<file path="src/design/pbp_defines.svh">
// constants for the packet buffer pointer and queue port block
`ifndef PBP_DEFINES_SVH
`define PBP_DEFINES_SVH

`define PBP_OFF_PNR      4'h2
`define PBP_OFF_QUEUE    4'h4
`define PBP_OFF_PTR      4'h6
`define PBP_DATA_SEL     2'h2
`define PBP_PTR_RCV      15
`define PBP_PTR_AINC     14
`define PBP_PTR_READ     13
`define PBP_PTR_EARLY    12
`define PBP_PTR_AUTO     11
`define PBP_ADDR_W       11
`define PBP_PTR_RESET    16'h0000
`define PBP_EMPTY_BIT    7
`define PBP_FAIL_BIT     7
`define PBP_THRESH_SHIFT 4
`define PBP_CMD_MMU_RST  4'h4
`define PBP_CMD_RX_POP   4'h6
`define PBP_CMD_RX_REL   4'h8
`define PBP_CMD_ENQUEUE  4'hC
`define PBP_CMD_TX_RST   4'hE
`define PBP_QUEUE_DEPTH  32

`endif

</file>
<file path="src/design/pbp_pkg.sv">
// types shared by the packet buffer pointer block
package pbp_pkg;
    typedef logic [10:0] buf_addr_t;
    typedef enum logic {UNDERRUN_POINTER, UNDERRUN_MATCH} underrun_mode_e;
endpackage

</file>
<file path="src/design/packet_buffer_ports.sv">
// pointer, packet number, allocation result and queue port logic of the packet memory
`timescale 1ns/100ps
`include "pbp_defines.svh"
module packet_buffer_ports #(
    parameter int PKT_W           = 6,
    parameter int QUEUE_DEPTH     = `PBP_QUEUE_DEPTH,
    parameter bit VARIANT_PRESENT = 1'b1
) (
    input  wire logic               clk,
    input  wire logic               rst_n,
    input  wire logic [3:0]         bus_addr,
    input  wire logic               bus_rd,
    input  wire logic               bus_wr,
    input  wire logic [1:0]         bus_be,
    input  wire logic [15:0]        bus_wdata,
    output logic [15:0]             bus_rdata,
    input  wire logic               mmu_cmd_valid,
    input  wire logic [3:0]         mmu_cmd,
    input  wire logic               alloc_done,
    input  wire logic               alloc_fail,
    input  wire logic [PKT_W-1:0]   alloc_pkt,
    input  wire logic               rx_push,
    input  wire logic [PKT_W-1:0]   rx_pkt,
    output logic                    rx_push_ready,
    input  wire logic               done_push,
    input  wire logic [PKT_W-1:0]   done_pkt,
    output logic                    done_push_ready,
    input  wire logic               tx_int_ack,
    input  wire logic               underrun_variant_select,
    input  wire logic [7:0]         start_threshold,
    input  wire logic [10:0]        tx_dma_addr,
    input  wire logic [PKT_W-1:0]   tx_send_pkt,
    output logic [10:0]             mem_addr,
    output logic                    mem_receive_area,
    output logic [PKT_W-1:0]        mem_pkt,
    output logic                    access_read,
    output logic                    prefetch_start,
    output logic                    underrun_force,
    output logic                    auto_send_start
);
    initial begin
        if (PKT_W < 1 || PKT_W > 7)
            $error("packet_buffer_ports: packet number must fit below the flag bit");
        if (QUEUE_DEPTH < 2)
            $error("packet_buffer_ports: queue depth too small");
    end

    // ---------------------------------------------------------------- decode
    logic       wr_pnr;
    logic       wr_ptr;
    logic       data_acc;
    logic       cmd_mmu_rst;
    logic       cmd_rx_pop;
    logic       cmd_enqueue;
    logic       cmd_tx_rst;
    logic [1:0] inc_step;

    assign wr_pnr      = bus_wr && bus_addr == `PBP_OFF_PNR && bus_be[0];
    assign wr_ptr      = bus_wr && bus_addr == `PBP_OFF_PTR;
    assign data_acc    = (bus_wr || bus_rd) && bus_addr[3:2] == `PBP_DATA_SEL;
    assign cmd_mmu_rst = mmu_cmd_valid && mmu_cmd == `PBP_CMD_MMU_RST;
    assign cmd_rx_pop  = mmu_cmd_valid
                         && (mmu_cmd == `PBP_CMD_RX_POP || mmu_cmd == `PBP_CMD_RX_REL);
    assign cmd_enqueue = mmu_cmd_valid && mmu_cmd == `PBP_CMD_ENQUEUE;
    assign cmd_tx_rst  = mmu_cmd_valid && mmu_cmd == `PBP_CMD_TX_RST;
    assign inc_step    = (bus_be == 2'h3) ? 2'h2 : 2'h1;

    // ---------------------------------------------------------------- queues
    logic             rx_nonempty;
    logic [PKT_W-1:0] rx_top;
    logic             done_nonempty;
    logic [PKT_W-1:0] done_top;

    pkt_fifo #(
        .WIDTH (PKT_W),
        .DEPTH (QUEUE_DEPTH)
    ) u_rx_queue (
        .clk       (clk),
        .rst_n     (rst_n),
        .flush     (cmd_mmu_rst),
        .in_valid  (rx_push),
        .in_ready  (rx_push_ready),
        .in_data   (rx_pkt),
        .out_valid (rx_nonempty),
        .out_ready (cmd_rx_pop),
        .out_data  (rx_top)
    );

    // completion numbers leave on the transmit interrupt acknowledge, and an MMU reset or TX reset command flushes them
    pkt_fifo #(
        .WIDTH (PKT_W),
        .DEPTH (QUEUE_DEPTH)
    ) u_done_queue (
        .clk       (clk),
        .rst_n     (rst_n),
        .flush     (cmd_mmu_rst || cmd_tx_rst),
        .in_valid  (done_push),
        .in_ready  (done_push_ready),
        .in_data   (done_pkt),
        .out_valid (done_nonempty),
        .out_ready (tx_int_ack),
        .out_data  (done_top)
    );

    // ------------------------------------------- packet number and allocation
    logic [PKT_W-1:0] pnr_q;
    logic [PKT_W-1:0] pnr_d;
    logic [PKT_W-1:0] arr_pkt_q;
    logic             failed_q;
    logic             failed_d;

    assign pnr_d = cmd_mmu_rst ? '0 : wr_pnr ? bus_wdata[PKT_W-1:0] : pnr_q;
    // an MMU reset forces failure, and a reported failure beats a success
    assign failed_d = (cmd_mmu_rst || (alloc_done && alloc_fail)) ? 1'b1
                    : (alloc_done && !alloc_fail) ? 1'b0
                    : failed_q;

    always_ff @(posedge clk) begin
        if (!rst_n) begin
            pnr_q     <= '0;
            arr_pkt_q <= '0;
            failed_q  <= 1'b1;
        end else begin
            pnr_q    <= pnr_d;
            failed_q <= failed_d;
            if (alloc_done) begin
                arr_pkt_q <= alloc_pkt;
            end
        end
    end

    // ---------------------------------------------------------------- pointer
    logic [15:0]          ptr_q;
    logic [15:0]          ptr_wr;
    logic [15:0]          ptr_d;
    pbp_pkg::buf_addr_t   ptr_addr;
    pbp_pkg::buf_addr_t   ptr_inc;
    logic                 ptr_loaded;
    logic                 sel_rcv;
    logic                 sel_ainc;
    logic                 sel_read;
    logic                 sel_early;
    logic                 sel_auto;

    assign ptr_addr  = ptr_q[`PBP_ADDR_W-1:0];
    assign sel_rcv   = ptr_q[`PBP_PTR_RCV];
    assign sel_ainc  = ptr_q[`PBP_PTR_AINC];
    assign sel_read  = ptr_q[`PBP_PTR_READ];
    assign sel_early = ptr_q[`PBP_PTR_EARLY];
    assign sel_auto  = ptr_q[`PBP_PTR_AUTO];
    assign ptr_wr    = {bus_be[1] ? bus_wdata[15:8] : ptr_q[15:8],
                        bus_be[0] ? bus_wdata[7:0] : ptr_q[7:0]};
    assign ptr_inc   = ptr_addr + pbp_pkg::buf_addr_t'(inc_step);
    // a load is complete when the high byte lands, so byte loads go low then high
    assign ptr_loaded = wr_ptr && bus_be[1];

    // the pointer only moves on host accesses, so it reads back the address
    // the next host access will use, even while a prefetch runs ahead
    always_comb begin
        ptr_d = ptr_q;
        if (wr_ptr) begin
            ptr_d = ptr_wr;
        end else if (data_acc && sel_ainc) begin
            ptr_d = {ptr_q[15:`PBP_ADDR_W], ptr_inc};
        end
    end

    always_ff @(posedge clk) begin
        if (!rst_n) begin
            ptr_q <= `PBP_PTR_RESET;
        end else begin
            ptr_q <= ptr_d;
        end
    end

    // -------------------------------------------------- memory side outputs
    logic [PKT_W-1:0] area_pkt;
    logic             area_rcv;
    // area and packet follow the next pointer so they never lag mem_addr
    assign area_rcv = ptr_d[`PBP_PTR_RCV];
    assign area_pkt = area_rcv ? rx_top : pnr_d;

    always_ff @(posedge clk) begin
        if (!rst_n) begin
            mem_addr         <= '0;
            mem_receive_area <= 1'b0;
            mem_pkt          <= '0;
            access_read      <= 1'b0;
            prefetch_start   <= 1'b0;
        end else begin
            mem_addr         <= ptr_d[`PBP_ADDR_W-1:0];
            mem_receive_area <= area_rcv;
            mem_pkt          <= area_pkt;
            access_read      <= ptr_d[`PBP_PTR_READ];
            prefetch_start   <= ptr_loaded && ptr_wr[`PBP_PTR_READ];
        end
    end

    // -------------------------------------------------------- early sending
    pbp_pkg::underrun_mode_e mode;
    logic                    send_ahead;
    logic                    pkt_match;
    logic                    starve;

    // a part without the variant bit behaves as the pointer compare
    assign mode = (VARIANT_PRESENT && underrun_variant_select)
                  ? pbp_pkg::UNDERRUN_MATCH : pbp_pkg::UNDERRUN_POINTER;
    assign send_ahead = tx_dma_addr > ptr_addr;
    assign pkt_match  = tx_send_pkt == pnr_q;
    assign starve = sel_early && send_ahead
                    && (mode == pbp_pkg::UNDERRUN_POINTER || pkt_match);

    // ------------------------------------------------------------ auto send
    logic        armed_q;
    logic        auto_on;
    logic [11:0] thresh_bytes;
    logic        reached;

    assign auto_on      = sel_auto && sel_early && !sel_rcv
                          && start_threshold != 8'h00;
    assign thresh_bytes = {start_threshold, 4'h0} >> (`PBP_THRESH_SHIFT - 4);
    assign reached      = {1'b0, ptr_addr} >= thresh_bytes;

    always_ff @(posedge clk) begin
        if (!rst_n) begin
            armed_q         <= 1'b0;
            auto_send_start <= 1'b0;
            underrun_force  <= 1'b0;
        end else begin
            underrun_force  <= starve;
            auto_send_start <= armed_q && auto_on && reached;
            if (cmd_enqueue) begin
                armed_q <= 1'b1;
            end else if (cmd_mmu_rst || cmd_tx_rst || (armed_q && auto_on && reached)) begin
                armed_q <= 1'b0;
            end
        end
    end

    // --------------------------------------------------------- register read
    logic [15:0] rd_mux;
    logic [7:0]  rx_byte;
    logic [7:0]  done_byte;
    logic [7:0]  arr_byte;
    logic [7:0]  pnr_byte;

    assign rx_byte   = {!rx_nonempty, (7-PKT_W)'(0), rx_top};
    assign done_byte = {!done_nonempty, (7-PKT_W)'(0), done_top};
    assign arr_byte  = {failed_q, (7-PKT_W)'(0), arr_pkt_q};
    assign pnr_byte  = {(8-PKT_W)'(0), pnr_q};
    assign rd_mux    = (bus_addr == `PBP_OFF_QUEUE) ? {rx_byte, done_byte}
                     : (bus_addr == `PBP_OFF_PTR)   ? ptr_q
                     : (bus_addr == `PBP_OFF_PNR)   ? {arr_byte, pnr_byte}
                     : 16'h0000;

    always_ff @(posedge clk) begin
        if (!rst_n) begin
            bus_rdata <= 16'h0000;
        end else if (bus_rd) begin
            bus_rdata <= rd_mux;
        end
    end
endmodule

</file>
<file path="src/design/pkt_fifo.sv">
// packet number queue with registered flags
`timescale 1ns/100ps
module pkt_fifo #(
    parameter int WIDTH = 6,
    parameter int DEPTH = 32
) (
    input  wire logic             clk,
    input  wire logic             rst_n,
    input  wire logic             flush,
    input  wire logic             in_valid,
    output logic                  in_ready,
    input  wire logic [WIDTH-1:0] in_data,
    output logic                  out_valid,
    input  wire logic             out_ready,
    output logic [WIDTH-1:0]      out_data
);
    localparam int AW = $clog2(DEPTH);

    initial begin
        if (DEPTH < 2 || (1 << AW) != DEPTH || WIDTH < 1)
            $error("pkt_fifo: depth must be a power of two and width positive");
    end

    logic [WIDTH-1:0] mem [DEPTH];
    logic [AW-1:0]    wr_q;
    logic [AW-1:0]    rd_q;
    logic [AW:0]      cnt_q;
    logic [AW:0]      cnt_d;
    logic             push;
    logic             pop;

    assign push     = in_valid && in_ready;
    assign pop      = out_valid && out_ready;
    assign cnt_d    = cnt_q + (AW+1)'(push) - (AW+1)'(pop);
    // an empty queue shows zero, never a stale or unwritten entry
    assign out_data = out_valid ? mem[rd_q] : '0;

    always_ff @(posedge clk) begin
        if (push) begin
            mem[wr_q] <= in_data;
        end
    end

    // flags are registered so the top can hand them out as flop outputs
    always_ff @(posedge clk) begin
        if (!rst_n || flush) begin
            wr_q      <= '0;
            rd_q      <= '0;
            cnt_q     <= '0;
            in_ready  <= 1'b1;
            out_valid <= 1'b0;
        end else begin
            wr_q      <= wr_q + AW'(push);
            rd_q      <= rd_q + AW'(pop);
            cnt_q     <= cnt_d;
            in_ready  <= (cnt_d != (AW+1)'(DEPTH));
            out_valid <= (cnt_d != '0);
        end
    end
endmodule

</file>
<file path="config.mk">
export PLATFORM = sky130hd
export DESIGN_NAME = packet_buffer_ports
export DESIGN_NICKNAME = d
export VERILOG_FILES = /design/src/design/pbp_pkg.sv /design/src/design/packet_buffer_ports.sv /design/src/design/pkt_fifo.sv
export VERILOG_INCLUDE_DIRS = /design/src /design/src/design
export SDC_FILE = /design/constraint.sdc
export NUM_CORES = 1
export LEC_CHECK = 0
export BUFFER_PORTS_ARGS = -buffer_cell sky130_fd_sc_hd__buf_2
export CORE_AREA = 3 3 253 255
export DETAILED_ROUTE_END_ITERATION = 10
export DIE_AREA = 0 0 256 258
export PLACE_DENSITY = 0.47
export SKIP_CTS_REPAIR_TIMING = 1
export SLEW_MARGIN = 0
export SYNTH_ARGS = -nofsm -noshare
export SYNTH_HDL_FRONTEND = slang
export SYNTH_SLANG_ARGS = --single-unit
</file>
<file path="constraint.sdc">
create_clock -name clk -period 2.58 [get_ports clk]
set_input_delay 0.516 -clock clk [delete_from_list [all_inputs] [get_ports clk]]
set_output_delay 0.516 -clock clk [all_outputs]
set_load 0.03 [all_outputs]
</file>
==> results.sh <==
export IMPL_status="complete, no violations"
export IMPL_swShare=0.2391
export IMPL_tightest_slew_ps=798.3
export IMPL_num_nets_final=1611
export IMPL_power_density_nw_per_um2=757.2
export IMPL_ys_seq_elements=475
export IMPL_die_w_um=256
export IMPL_period_minus_slack_ps=2427
export IMPL_p_leak_uw=0.008100
export IMPL_endpoint_kind="register"
export IMPL_fp_row_count=91
export IMPL_ant_nets=0
export IMPL_root_buffer="clkbuf_16"
export IMPL_grt_ovfl_total=0
export IMPL_cts_path_max_buffers=3
export IMPL_first_iter_violations=776
export IMPL_final_hold_worst_slack_ps=164.6
export IMPL_cts_buffers=51
export IMPL_finalHoldViolations=0
export IMPL_synth_edf_count=384
export IMPL_wl_per_cell_um=21.12
export IMPL_cts_tree="built"
export IMPL_maxClockFrequency_mhz=411.9
export IMPL_io_pins=120
export IMPL_cts_sinks=475
export IMPL_grt_max_degree=51
export IMPL_htreeDepth=2
export IMPL_antenna_found_initial=5
export IMPL_drtPass1Iterations=5
export IMPL_n_fill_cell=5824
export IMPL_fin_worst_skew_ps=20.10
export IMPL_drt_total_wl_mm=50.05
export IMPL_dominantRegCellSynth="edfxtp_1"
export IMPL_pwr_share_seq=0.478
export IMPL_die_h_um=258
export IMPL_insertion_delay_ps=600
export IMPL_synth_area_um2=19760
export IMPL_grt_pass1_wl_mm=75.92
export IMPL_clkPwrFrac=0.401
export IMPL_fin_crit_sh=0.9409
export IMPL_slew_viol_final=0
export IMPL_worstPathCellList="buf_2, nor2b_4, a22oi_1, nor4bb_4, buf_4, ha_1, inv_1, ha_2, fa_2, a21oi_2, nor2_1, nor2_1, xor2_1, and4_1, nand3b_1"
export IMPL_worst_path_most_repeated_cell="nor2_1"
export IMPL_avgSynthCellArea_um2=15.62
export IMPL_drc_errors=0
export IMPL_hp_class="input pin to register"
export IMPL_arrival_ps=2870
export IMPL_synthCells=1265
export IMPL_synth_yosys_warnings=0
export IMPL_vias=11438
export IMPL_required_ps=3020
export IMPL_numPortBuffers=119
export IMPL_place_congestion=0.7963
export IMPL_async_flop_share=0
export IMPL_worstSetupPathType="input pin to register"
export IMPL_cp_slowest_cell="fa_2"
export IMPL_worstPathMaxFanout=3
export IMPL_setup_worst_path_start_class="input pin"
export IMPL_area_growth_pct=20.06
export IMPL_track_usage=0.1509
export IMPL_relSlewSlack=0.4671
export IMPL_synth_seq_area_share=0.6758
export IMPL_cap_violations=0
export IMPL_slowest_delay_ps=350
export IMPL_syn_nets=1388
export IMPL_dp_hpwl_mm=34.35
export IMPL_viasPerCell=4.826
export IMPL_p_int_uw=13670
export IMPL_die_area_um2=66050
export IMPL_postLayoutCoreUtil=0.3837
export IMPL_combPwrFrac=0.121
export IMPL_start_util=0.3196
export IMPL_vdd_drop_max_uv=562.3
export IMPL_finalSetupViolCount=0
export IMPL_cp_top_family="adder cells"
export IMPL_drive_gt1_frac=0.2889
export IMPL_ys_types=59
export IMPL_core_um2=61830
export IMPL_clkTransAtPathRegs_ps=60
export IMPL_cp_num_buf_inv=3
export IMPL_p_sw_uw=4295
export IMPL_grt_pass1_vias=12067
==> power groups by stage <==
stage	registers, uW	logic, uW	clock network, uW
floorplan	8750	1280	0
global placement	8750	2120	0
detailed placement	8750	2150	0
CTS	8590	2160	7450
global route	8610	2410	7740
finish	8590	2170	7210
==> kinds of logic (layout without fill, tap and decap cells) <==
family,Yosys count,in the layout,share of synthesized area
adder cells (fa/ha/maj),43,43,0.02837
AND/OR/NAND/NOR,289,289,0.06998
XOR/XNOR,29,29,0.01286
multiplexers,139,139,0.1286
other,0,3,0
flip-flops,475,475,0.6758
AO/OA/AOI/OAI,166,166,0.05484
buffers and inverters,124,389,0.02951
==> final timing paths <==
path                                                        start                          endpoint  slack (ps)  depth (start not counted)
worst max register to register  u_done_queue.out_valid$_SDFF_PP0_  u_done_queue.in_ready$_SDFF_PP1_         170                         12
worst max-delay path                                   mmu_cmd[1]    u_rx_queue.in_ready$_SDFF_PP1_         150                         15
worst min register to register              failed_q$_SDFFE_PP1P_        bus_rdata[15]$_SDFFE_PN0P_         460                          2
worst min-delay path                                bus_wdata[10]            ptr_q[10]$_SDFFE_PN0P_         160                          3
==> per-stage QoR <==
step                setup WS (ps)  cell area [um2]  power (uW)  cells  TNS [ps]
floorplan                  -54.70            19780       10040   1265    -103.5
global placement           -312.8            22040       10870   2271     -1156
detailed placement         -339.0            22040       10900   2271     -1320
CTS                         90.49            23680       18200   2366         0
global route               -10.03            23720       18760   2368    -10.03
finish                      152.5            23720       17960   2370         0
==> state kept, by name, indices dropped and copies added, names as in the netlist, 5 cells and up <==
signal / count
u_rx_queue.rd_q: 5
u_done_queue.cnt_q: 6
u_done_queue.wr_q: 5
arr_pkt_q: 6
u_rx_queue.mem: 192
bus_rdata: 16
u_rx_queue.wr_q: 5
mem_pkt: 6
u_rx_queue.cnt_q: 6
ptr_q: 16
u_done_queue.rd_q: 5
pnr_q: 6
u_done_queue.mem: 192
==> cells in the mapped netlist, drive strengths merged (12+ instances only) <==
cell type  instances  area, um2
dfxtp             91       1822
buf               36      252.7
nand3             34      170.2
xnor2             13      113.9
nand3b            14      105.1
nand2             45      168.9
edfxtp           384      11530
ha                40      500.5
o21ai             29      145.1
a21oi             42      210.2
nor2b             12      75.07
mux4              91       2049
a211oi            13      97.59
mux2i             42      420.4
inv               45      168.9
xor2              16      140.1
nor2             134      503.0
clkbuf            42      157.7
==> final cells by class <==
class,count,area [um2],share of cell area
sequential,475,13360,0.5634
inverter,46,172.7,0.007279
antenna,3,7.507,0.0003165
timing repair buffer,248,1614,0.06805
tap,837,1047,0.04415
clock buffer,63,1331,0.05612
multi-input combinational,666,5869,0.2474
clock inverter,32,314.1,0.01324
==> cells in the final DEF (no fill, tap or decap), types with 4 or more instances in the layout <==
cell type,n
a211oi_1,13
a31oi_1,10
mux2_2,5
edfxtp_1,384
dfxtp_1,86
xor2_1,16
nand3b_1,14
nand2_1,45
ha_1,38
clkbuf_16,51
nor2b_1,10
clkinv_1,15
o221ai_1,6
nor3_1,6
bufinv_16,5
clkinv_2,7
buf_12,4
a21oi_1,41
clkbuf_1,11
o31ai_1,5
buf_2,119
nor2_1,134
mux2i_1,42
and2_1,8
o21a_1,5
a22oi_1,11
and3_1,5
a32oi_1,10
o21ai_0,28
xnor2_1,13
inv_1,45
o22ai_1,11
a221oi_1,6
mux4_2,91
nor4_1,5
a21o_1,4
nand3_1,34
buf_4,125
or3b_2,6
==> per-layer routing <==
metal / GRT usage / routed length, um / vias to the layer above
met3: 0.03089 / 1974 / 76
li1: - / - / 5341
met4: 0.04102 / 1198 / 0
met5: 0 / 0 / -
met1: 0.1959 / 22070 / 5836
met2: 0.2576 / 24800 / 185
==> worst register-to-register path, delay by kind of cell, from the launching register on <==
family | cells | cell delay (ps)
adders and majority gates | 3 | 760
xor gates and xnor gates | 1 | 150
AOI/OAI and AO/OA | 2 | 210
and+or+nand+nor | 3 | 710
DFF | 1 | 310
buffers and inverters | 3 | 170
No activity file was read; power rests on OpenSTA's default activity.
